**src/osd_fmt_map.svh**
```systemverilog
// Offsets, field positions, reset values and timing counts of the display formatter
`ifndef OSD_FMT_MAP_SVH
`define OSD_FMT_MAP_SVH
`define OSD_RAM_WORDS    80
`define OSD_LINE_BYTES   16
`define OSD_LINES        5
`define OSD_COLS         15
`define OSD_FIFO_DEPTH   8
`define OSD_REG_VSTART   6'h10
`define OSD_REG_HSTART   6'h11
`define OSD_REG_VSPACE   6'h12
`define OSD_REG_HSPACE   6'h13
`define OSD_REG_BACK     6'h14
`define OSD_REG_MASTER   6'h17
`define OSD_RAM_PAGE6_TOP 6'h0f
`define OSD_RAM_PAGE6_BASE 7'h40
`define OSD_REG_RESET    8'h00
`define OSD_SPACE_BIT    6
`define OSD_SIZE_BIT     6
`define OSD_RED_BIT      5
`define OSD_BLUE_BIT     3
`define OSD_PICK_BIT     2
`define OSD_SHOW_BIT     1
`define OSD_GAP_BIT      0
`define OSD_CODE_HI      5
`define OSD_NUM_HI       5
`define OSD_FLAG_BIT     6
`define OSD_GS_LOW_BIT   6
`define OSD_GS_HIGH_BIT  7
`define OSD_BACK_A_LO    0
`define OSD_BACK_B_LO    3
`define OSD_BACK_A_ON    6
`define OSD_BACK_B_ON    7
`define OSD_HSTART_BASE  7'd10
`define OSD_GLYPH_COLS   3'd6
`define OSD_LAST_ROW     4'd8
`define OSD_CLK_NS       20
`define OSD_TDOT_NS      40
`define OSD_TDOT_CLKS    ((`OSD_TDOT_NS + `OSD_CLK_NS - 1) / `OSD_CLK_NS)
`endif

```
**src/osd_fmt_pkg.sv**
```systemverilog
// Types shared by the display formatter
package osd_fmt_pkg;
	typedef enum logic [1:0] {
		V_IDLE = 2'b00,
		V_ROWS = 2'b01,
		V_GAP  = 2'b11,
		V_DONE = 2'b10
	} osd_vstate_t;
	typedef enum logic [2:0] {
		R_WAIT  = 3'b000,
		R_FETCH = 3'b001,
		R_LOAD  = 3'b011,
		R_DOTS  = 3'b010,
		R_END   = 3'b110
	} osd_rstate_t;
endpackage

```
**src/osd_fmt.sv**
```systemverilog
// Character format decoder and pixel generator with its line FIFO
// Summary of operation
// - Master enable off suppresses colour; BLANK still follows spacing register bit 6
// - Master on: each word shown by bit
// - Line opens with format byte, never drawn
// - Bit 6 marks space; else glyph code
// - Five attribute bits steer following word
// - 6x9 dots, 2H by one dot period
// - No gaps when both gap bits clear
// - Glyph cells abut; spacing comes from font
// - Size from line bit and global bits
// - Line gap from spacing register or zero
// - Word gap: space width plus register
// - Space byte field layout decode
// - Colour bits drive red green blue
// - Backdrop pick chooses enable and colour
// - Hidden word unless show and master
// - Format byte field layout decode
// - Two glyph banks, one per screen
// - Five lines of fifteen columns
// - Origin in dot steps and 4H steps
// - Word spacing 64 steps of dots
// - Line spacing 63 steps of 4H
// - Sync inputs, RGB and blank outputs
// - Size code table to height, width
// - Only master enable and bank select writable while on
`include "osd_fmt_map.svh"

module osd_fifo #(
	parameter int W = 8,
	parameter int D = `OSD_FIFO_DEPTH
) (
	input  wire logic         clk,
	input  wire logic         rst,
	input  wire logic         clr,
	input  wire logic         in_valid,
	output logic              in_ready,
	input  wire logic [W-1:0] in_data,
	output logic              out_valid,
	input  wire logic         out_ready,
	output logic      [W-1:0] out_data
);
	localparam int AW = $clog2(D);
	logic [W-1:0] mem [D];
	logic [AW-1:0] wr_ptr;
	logic [AW-1:0] rd_ptr;
	logic [AW:0]   count;
	logic          push;
	logic          pop;

	assign in_ready  = (count != D[AW:0]);
	assign out_valid = (count != '0);
	assign out_data  = mem[rd_ptr];
	assign push      = in_valid & in_ready & ~clr;
	assign pop       = out_valid & out_ready & ~clr;

	always_ff @(posedge clk) begin
		if (push) begin
			mem[wr_ptr] <= in_data;
		end
	end

	always_ff @(posedge clk or posedge rst) begin
		if (rst) begin
			wr_ptr <= '0;
			rd_ptr <= '0;
			count  <= '0;
		end else if (clr) begin
			wr_ptr <= '0;
			rd_ptr <= '0;
			count  <= '0;
		end else begin
			if (push) begin
				wr_ptr <= (wr_ptr == AW'(D - 1)) ? '0 : wr_ptr + 1'b1;
			end
			if (pop) begin
				rd_ptr <= (rd_ptr == AW'(D - 1)) ? '0 : rd_ptr + 1'b1;
			end
			count <= count + (push ? 1'b1 : 1'b0) - (pop ? 1'b1 : 1'b0);
		end
	end
endmodule

module osd_fmt (
	input  wire logic        CLK,
	input  wire logic        RST,
	input  wire logic        HSYNC,
	input  wire logic        VSYNC,
	input  wire logic        CPU_WE,
	input  wire logic        CPU_RE,
	input  wire logic        CPU_PAGE6,
	input  wire logic [5:0]  CPU_ADDR,
	input  wire logic [7:0]  CPU_WDATA,
	input  wire logic        BANK_WE,
	input  wire logic [5:0]  GLYPH_DOTS,
	output logic      [7:0]  CPU_RDATA,
	output logic      [10:0] GLYPH_ADDR,
	output logic             R,
	output logic             G,
	output logic             B,
	output logic             BLANK
);
	import osd_fmt_pkg::*;

	logic [7:0]  ram [`OSD_RAM_WORDS];
	logic [7:0]  vstart;
	logic [7:0]  hstart;
	logic [7:0]  vspace;
	logic [7:0]  hspace;
	logic [7:0]  back;
	logic        display_master_on;
	logic        bank;
	logic        hsync_d;
	logic        vsync_d;
	logic        h_edge;
	logic        v_edge;
	logic [8:0]  line_cnt;
	osd_vstate_t vstate;
	logic [2:0]  vline;
	logic [2:0]  line_m;
	logic [2:0]  row_sub;
	logic [3:0]  grow;
	logic [7:0]  gap_left;
	logic        scan_go;
	logic        fetching;
	logic [3:0]  fetch_idx;
	logic        fifo_ready;
	logic        fifo_valid;
	logic [7:0]  fifo_data;
	logic        fifo_pop;
	osd_rstate_t rstate;
	logic        dot_en;
	logic [6:0]  start_cnt;
	logic [4:0]  col;
	logic [2:0]  fg;
	logic        backdrop_pick;
	logic        word_show;
	logic        is_space;
	logic [5:0]  dots;
	logic [2:0]  dot_sub;
	logic [2:0]  dot_idx;
	logic [6:0]  extra;
	logic        fg_on;
	logic        bg_on;
	logic [2:0]  bg_rgb;
	logic [6:0]  wr_ram_addr;
	logic [7:0]  fmt_now;
	logic [7:0]  fmt_next;

	function automatic logic [2:0] size_mult(input logic [2:0] code);
		case (code)
			3'h0, 3'h2:       size_mult = 3'h1;
			3'h1, 3'h4, 3'h6: size_mult = 3'h2;
			3'h3, 3'h5:       size_mult = 3'h3;
			default:          size_mult = 3'h4;
		endcase
	endfunction

	function automatic logic [2:0] line_size(input logic [7:0] hs, input logic [7:0] f);
		line_size = size_mult({hs[`OSD_GS_HIGH_BIT], hs[`OSD_GS_LOW_BIT], f[`OSD_SIZE_BIT]});
	endfunction

	function automatic logic [6:0] line_base(input logic [2:0] l);
		line_base = {l, 4'h0};
	endfunction

	assign wr_ram_addr = CPU_PAGE6 ? (`OSD_RAM_PAGE6_BASE + {1'b0, CPU_ADDR}) : {1'b0, CPU_ADDR};
	assign fmt_now     = ram[line_base(vline)];
	assign fmt_next    = ram[line_base(vline + 3'h1)];
	assign h_edge      = HSYNC & ~hsync_d;
	assign v_edge      = VSYNC & ~vsync_d;
	assign fifo_pop    = (rstate == R_FETCH);

	always_ff @(posedge CLK) begin
		if (CPU_WE && !display_master_on &&
		    (!CPU_PAGE6 || CPU_ADDR <= `OSD_RAM_PAGE6_TOP)) begin
			ram[wr_ram_addr] <= CPU_WDATA;
		end
	end

	always_ff @(posedge CLK or posedge RST) begin
		if (RST) begin
			vstart            <= `OSD_REG_RESET;
			hstart            <= `OSD_REG_RESET;
			vspace            <= `OSD_REG_RESET;
			hspace            <= `OSD_REG_RESET;
			back              <= `OSD_REG_RESET;
			display_master_on <= 1'b0;
			bank              <= 1'b0;
		end else begin
			if (CPU_WE && CPU_PAGE6 && CPU_ADDR == `OSD_REG_MASTER) begin
				display_master_on <= CPU_WDATA[0];
			end
			if (CPU_WE && CPU_PAGE6 && !display_master_on) begin
				case (CPU_ADDR)
					`OSD_REG_VSTART: vstart <= CPU_WDATA;
					`OSD_REG_HSTART: hstart <= CPU_WDATA;
					`OSD_REG_VSPACE: vspace <= CPU_WDATA;
					`OSD_REG_HSPACE: hspace <= CPU_WDATA;
					`OSD_REG_BACK:   back   <= CPU_WDATA;
					default:         ;
				endcase
			end
			if (BANK_WE) begin
				bank <= CPU_WDATA[0];
			end
		end
	end

	always_ff @(posedge CLK or posedge RST) begin
		if (RST) begin
			CPU_RDATA <= 8'h00;
		end else if (CPU_RE && !display_master_on &&
		             (!CPU_PAGE6 || CPU_ADDR <= `OSD_RAM_PAGE6_TOP)) begin
			CPU_RDATA <= ram[wr_ram_addr];
		end else begin
			CPU_RDATA <= 8'h00;
		end
	end

	always_ff @(posedge CLK or posedge RST) begin
		if (RST) begin
			hsync_d  <= 1'b0;
			vsync_d  <= 1'b0;
			line_cnt <= 9'h000;
		end else begin
			hsync_d <= HSYNC;
			vsync_d <= VSYNC;
			if (v_edge) begin
				line_cnt <= 9'h000;
			end else if (h_edge && line_cnt != 9'h1ff) begin
				line_cnt <= line_cnt + 9'h001;
			end
		end
	end

	// Vertical sequencing through lines, dot rows and gaps
	always_ff @(posedge CLK or posedge RST) begin
		if (RST) begin
			vstate   <= V_IDLE;
			vline    <= 3'h0;
			line_m   <= 3'h1;
			row_sub  <= 3'h0;
			grow     <= 4'h0;
			gap_left <= 8'h00;
			scan_go  <= 1'b0;
		end else begin
			scan_go <= 1'b0;
			if (v_edge) begin
				vstate <= V_IDLE;
			end else if (h_edge) begin
				case (vstate)
					V_IDLE: begin
						if (line_cnt == {vstart[`OSD_NUM_HI:0], 2'b00, 1'b0} >> 1) begin
							vstate  <= V_ROWS;
							vline   <= 3'h0;
							line_m  <= line_size(hspace, ram[line_base(3'h0)]);
							row_sub <= 3'h0;
							grow    <= 4'h0;
							scan_go <= 1'b1;
						end
					end
					V_ROWS: begin
						// Dot row spans 2H times size
						if (row_sub != {line_m[1:0], 1'b0} - 3'h1) begin
							row_sub <= row_sub + 3'h1;
							scan_go <= 1'b1;
						end else if (grow != `OSD_LAST_ROW) begin
							row_sub <= 3'h0;
							grow    <= grow + 4'h1;
							scan_go <= 1'b1;
						end else if (fmt_now[`OSD_GAP_BIT] && vspace[`OSD_NUM_HI:0] != 6'h00) begin
							vstate   <= V_GAP;
							gap_left <= {vspace[`OSD_NUM_HI:0], 2'b00} - 8'h01;
						end else begin
							if (vline == 3'(`OSD_LINES - 1)) begin
								vstate <= V_DONE;
							end else begin
								vline   <= vline + 3'h1;
								line_m  <= line_size(hspace, fmt_next);
								row_sub <= 3'h0;
								grow    <= 4'h0;
								scan_go <= 1'b1;
							end
						end
					end
					V_GAP: begin
						if (gap_left != 8'h00) begin
							gap_left <= gap_left - 8'h01;
						end else if (vline == 3'(`OSD_LINES - 1)) begin
							vstate <= V_DONE;
						end else begin
							vstate  <= V_ROWS;
							vline   <= vline + 3'h1;
							line_m  <= line_size(hspace, fmt_next);
							row_sub <= 3'h0;
							grow    <= 4'h0;
							scan_go <= 1'b1;
						end
					end
					default: ;
				endcase
			end
		end
	end

	// Feed line bytes in address order
	always_ff @(posedge CLK or posedge RST) begin
		if (RST) begin
			fetching  <= 1'b0;
			fetch_idx <= 4'h0;
		end else if (scan_go) begin
			fetching  <= 1'b1;
			fetch_idx <= 4'h0;
		end else if (fetching && fifo_ready) begin
			fetch_idx <= fetch_idx + 4'h1;
			if (fetch_idx == 4'(`OSD_COLS)) begin
				fetching <= 1'b0;
			end
		end
	end

	osd_fifo #(
		.W (8),
		.D (`OSD_FIFO_DEPTH)
	) u_fifo (
		.clk       (CLK),
		.rst       (RST),
		.clr       (scan_go),
		.in_valid  (fetching),
		.in_ready  (fifo_ready),
		.in_data   (ram[line_base(vline) + {3'h0, fetch_idx}]),
		.out_valid (fifo_valid),
		.out_ready (fifo_pop),
		.out_data  (fifo_data)
	);

	always_ff @(posedge CLK or posedge RST) begin
		if (RST) begin
			dot_en <= 1'b0;
		end else if (scan_go) begin
			dot_en <= 1'b0;
		end else begin
			dot_en <= (`OSD_TDOT_CLKS > 1) ? ~dot_en : 1'b1;
		end
	end

	// Horizontal cell sequencing
	always_ff @(posedge CLK or posedge RST) begin
		if (RST) begin
			rstate        <= R_END;
			start_cnt     <= 7'h00;
			col           <= 5'h00;
			fg            <= 3'h0;
			backdrop_pick <= 1'b0;
			word_show     <= 1'b0;
			is_space      <= 1'b0;
			dots          <= 6'h00;
			dot_sub       <= 3'h0;
			dot_idx       <= 3'h0;
			extra         <= 7'h00;
			GLYPH_ADDR    <= 11'h000;
		end else if (scan_go) begin
			rstate    <= R_WAIT;
			start_cnt <= 7'h00;
			col       <= 5'h00;
		end else begin
			case (rstate)
				R_WAIT: begin
					if (dot_en) begin
						if (start_cnt == `OSD_HSTART_BASE + {1'b0, hstart[`OSD_NUM_HI:0]}) begin
							rstate <= R_FETCH;
						end else begin
							start_cnt <= start_cnt + 7'h01;
						end
					end
				end
				R_FETCH: begin
					if (col == 5'(`OSD_LINE_BYTES)) begin
						rstate <= R_END;
					end else if (fifo_valid) begin
						col     <= col + 5'h01;
						dot_sub <= 3'h0;
						dot_idx <= 3'h0;
						if (col == 5'h00 || fifo_data[`OSD_SPACE_BIT]) begin
							fg            <= fifo_data[`OSD_RED_BIT:`OSD_BLUE_BIT];
							backdrop_pick <= fifo_data[`OSD_PICK_BIT];
							word_show     <= fifo_data[`OSD_SHOW_BIT];
						end
						if (col != 5'h00 && fifo_data[`OSD_SPACE_BIT]) begin
							extra       <= fifo_data[`OSD_GAP_BIT] ?
							               {1'b0, hspace[`OSD_NUM_HI:0]} + 7'h01 : 7'h00;
							is_space    <= 1'b1;
							rstate      <= R_DOTS;
						end else if (col != 5'h00) begin
							GLYPH_ADDR <= {bank, fifo_data[`OSD_CODE_HI:0], grow};
							is_space   <= 1'b0;
							extra      <= 7'h00;
							rstate     <= R_LOAD;
						end
					end
				end
				R_LOAD: begin
					dots   <= GLYPH_DOTS;
					rstate <= R_DOTS;
				end
				R_DOTS: begin
					if (dot_en) begin
						// Glyph cells abut; a space with its gap bit set adds extra dots
						if (dot_idx != `OSD_GLYPH_COLS) begin
							if (dot_sub == line_m - 3'h1) begin
								dot_sub <= 3'h0;
								dot_idx <= dot_idx + 3'h1;
								if (dot_idx == `OSD_GLYPH_COLS - 3'h1 && extra == 7'h00) begin
									rstate <= R_FETCH;
								end
							end else begin
								dot_sub <= dot_sub + 3'h1;
							end
						end else if (extra == 7'h01) begin
							extra  <= 7'h00;
							rstate <= R_FETCH;
						end else begin
							extra <= extra - 7'h01;
						end
					end
				end
				default: ;
			endcase
		end
	end

	assign bg_rgb = backdrop_pick ? back[`OSD_BACK_B_LO+2:`OSD_BACK_B_LO] :
	                                back[`OSD_BACK_A_LO+2:`OSD_BACK_A_LO];
	assign bg_on  = (backdrop_pick ? back[`OSD_BACK_B_ON] : back[`OSD_BACK_A_ON]) &
	                ~(is_space & hstart[`OSD_FLAG_BIT]);
	assign fg_on  = ~is_space & (dot_idx < `OSD_GLYPH_COLS) & dots[3'h5 - dot_idx];

	// Pixel output stage
	always_ff @(posedge CLK or posedge RST) begin
		if (RST) begin
			R     <= 1'b0;
			G     <= 1'b0;
			B     <= 1'b0;
			BLANK <= 1'b0;
		end else if (rstate == R_DOTS && display_master_on && word_show) begin
			// Show only when both enables set
			if (fg_on) begin
				{R, G, B} <= fg;
				BLANK     <= 1'b1;
			end else if (bg_on) begin
				{R, G, B} <= bg_rgb;
				BLANK     <= 1'b1;
			end else begin
				{R, G, B} <= 3'h0;
				BLANK     <= vspace[`OSD_FLAG_BIT];
			end
		end else begin
			{R, G, B} <= 3'h0;
			BLANK     <= vspace[`OSD_FLAG_BIT];
		end
	end
endmodule

```
**config.mk**
```make
export PLATFORM = sky130hd
export DESIGN_NAME = osd_fmt
export DESIGN_NICKNAME = d
export VERILOG_FILES = /design/src/osd_fmt_pkg.sv /design/src/osd_fmt.sv
export VERILOG_INCLUDE_DIRS = /design/src
export SDC_FILE = /design/constraint.sdc
export NUM_CORES = 1
export LEC_CHECK = 0
export ABC_AREA = 1
export BUFFER_PORTS_ARGS = -buffer_cell sky130_fd_sc_hd__buf_2
export CAP_MARGIN = 20
export CORE_UTILIZATION = 55
export CTS_CLUSTER_DIAMETER = 100
export DETAILED_ROUTE_END_ITERATION = 16
export PLACE_DENSITY_LB_ADDON = 0.1
export SYNTH_ARGS = -nofsm -noshare
export SYNTH_HDL_FRONTEND = slang
export SYNTH_HIERARCHICAL = 1
export SYNTH_SLANG_ARGS = --single-unit
```
**constraint.sdc**
```tcl
create_clock -name CLK -period 6.3 [get_ports CLK]
set_input_delay 1.26 -clock CLK [delete_from_list [all_inputs] [get_ports CLK]]
set_output_delay 1.26 -clock CLK [all_outputs]
set_load 0.005 [all_outputs]
```
==> results.yml <==
power:
  power_density_nw_per_um2: 400
  p_leak_nw: 17.7
  clockPowerShare_pct: 27.9
  ir_drop_v: 0.000371
  power.switching_w: 0.00689
  p_int_w: 0.0111
  p_seq_share_pct: 38.8
  power_frac_comb_pct: 33.3
  swShare_pct: 38.3
final_layout:
  syn_to_final_growth_pct: 9.42
  final_nets: 4497
  drive_gt1_share_pct: 7.21
  diodes: 0
sta:
  hold_viol: 0
  max_freq_ghz: 0.238
  timing.hold.ws_ps: 480
  fin_crit_sh_pct: 66.6
  slew_headroom_pct: 19.9
  finalSetupViolations: 0
  clock_skew_ps: 29.8
  rsz0062_at_grt: "no"
  setup_tns_ps: 0
  tightest_slew_ps: 1200
  drv_slew: 0
  final.min_clock_period_ps: 4200
worst_hold_path:
  hp-class: "reg2reg"
  min_from: "GLYPH_ADDR[1]"
  whs_path_depth: 1
  holdPathEnd: "GLYPH_ADDR[1]"
global_routing:
  use_met1_pct: 46.0
  grt_util_all_layers_pct: 33.8
  antenna_found_initial: 1
  grt_pass1_vias: 31033
  grt_max_degree: 143
  grt.busiest_layer: "met2"
  grt.met3_usage_pct: 6.67
  grt_pass1_wl_microns: 191000
  use_met2_pct: 52.2
  overflow: 0
routing:
  ant_nets: 0
  drt-initial-drc-count: 4211
  vias: 33408
  firstDrtPassIters: 7
  vias_per_cell: 6.11
  drc: 0
  routed_wl_microns: 128000
  wl_per_cell_microns: 23.4
setup_path:
  end_kind: "flip-flop"
  r2r-start: "fetch_idx[0]"
  criticalPathCategory: "reg2reg"
  worstPathMaxFanout: 117
  r2r_slack_ps: 2100
  cp-start-kind: "flip-flop"
  required_ps: 6590
  r2r-end: "u_fifo/mem[2][5]"
  cp.arrival_ps: 4480
  rr_worst_depth: 12
yosys:
  syn_area_sq_um: 41100
  syn_inst: 4455
  syn_avg_cell_area_sq_um: 9.24
  synth_nets: 4519
  synth_warnings: 6
die:
  io_pins: 51
  coreArea_sq_um: 73500
  rows: 99
  die_w_microns: 276
  die_y_microns: 276
  dieArea_sq_um: 75900
  start_util_pct: 56.0
clocking:
  postCtsSetupRepairBufs: 0
  cts_hold_buf: 0
  cts.sinks: 848
  cts_inserted_buffers: 90
  clock_latency_ps: 660
  cts_tree: "done"
  cts-resized-gates: 0
  clk_pin_slew_ps: 60
  clk_path_buf_depth: 3
  root_buffer: "clkbuf_16"
  cts_max_level: 3
placed_design:
  routabilityCongestion: 0.935
  post-dp-hpwl_microns: 77000
  portBuffers: 50
flow_run:
  drv_cap: 0
outcome:
  outcome: "finished, final reports clean"
[area by class of cell]
class	instances	area [sq um]
well taps	959	1200
clock buffers	114	2400
inverters	267	1020
repair buffers	147	1040
multi-input cells	3079	14300
clock inverters	52	360
flip-flops and latches	848	24700
fillers	6140	28400
[stage by stage]
stage / util, % / setup WS [ps] / cells / cell area, sq um / total power, W
after global placement: 57.5 / 1730 / 5296 / 42200 / 0.0128
after global routing: 61.3 / 1950 / 5466 / 45000 / 0.0189
after floorplan: - / 1240 / 4455 / 41100 / 0.0109
after detailed placement: 57.5 / 1680 / 5296 / 42200 / 0.0129
final: 61.3 / 2100 / 5466 / 45000 / 0.0180
after CTS: 61.3 / 2230 / 5462 / 45000 / 0.0179
[layer usage]
layer,routed length [microns],vias up
met5,10,-
met3,14500,370
li1,-,15216
met2,57700,2087
met4,6320,2
met1,49400,15733
[power groups by stage]
stage	Sequential [W]	Combinational [W]	Clock [W]
after floorplan	0.00690	0.00403	0
after global placement	0.00708	0.00577	0
after detailed placement	0.00709	0.00584	0
after CTS	0.00697	0.00586	0.00507
after global routing	0.00703	0.00655	0.00528
final	0.00698	0.00600	0.00503
[cell usage in the layout, fill, tap and decap left out, types with 7 or more instances in the layout]
cell,n
nor3_1,20
xnor2_1,14
dfrtp_1,145
edfxtp_1,696
inv_1,253
ha_1,35
nand3_1,585
clkinv_2,19
buf_2,50
clkinv_1,23
mux2_2,17
a21oi_1,112
o21ai_0,233
and2_1,7
o211ai_1,26
buf_4,88
clkbuf_16,92
clkbuf_1,20
a22oi_1,56
xor2_1,14
a31oi_1,11
nand4_1,114
o2111ai_1,9
nor2_1,354
o22ai_1,9
nand2_1,1396
o21ai_1,14
[registers in the layout, indices dropped and copies added, names as in the netlist, 8 cells and up]
name and flops:
gap_left 8, line_cnt 9, hspace 8, GLYPH_ADDR 11, back 8, ram 640
CPU_RDATA 8, u_fifo/mem 56
[critical path, cell delays in order, from the launching register on]
cell and delay (ps):
dfrtp_4 690, inv_8 540, buf_4 640, nand2_1 100, nand3_1 100, nand3_1 120, nand3_1 120, nand2_1 70
nand2_1 100, nand3_1 320, nand2_1 150, nand2_1 60, o21ai_1 560
[worst max-delay path by stage]
stage / cells past startpoint / slack (ps) / startpoint / end
after floorplan: 1 / 1240 / RST / B
after global placement: 6 / 1730 / CPU_ADDR[0] / ram[43][3]
after detailed placement: 6 / 1680 / CPU_ADDR[0] / ram[43][3]
after CTS: 12 / 2230 / fetch_idx[0] / u_fifo/mem[5][1]
after global routing: 12 / 1950 / fetch_idx[0] / u_fifo/mem[5][1]
final: 12 / 2100 / fetch_idx[0] / u_fifo/mem[2][5]
No activity file was read; power rests on OpenSTA's default activity.
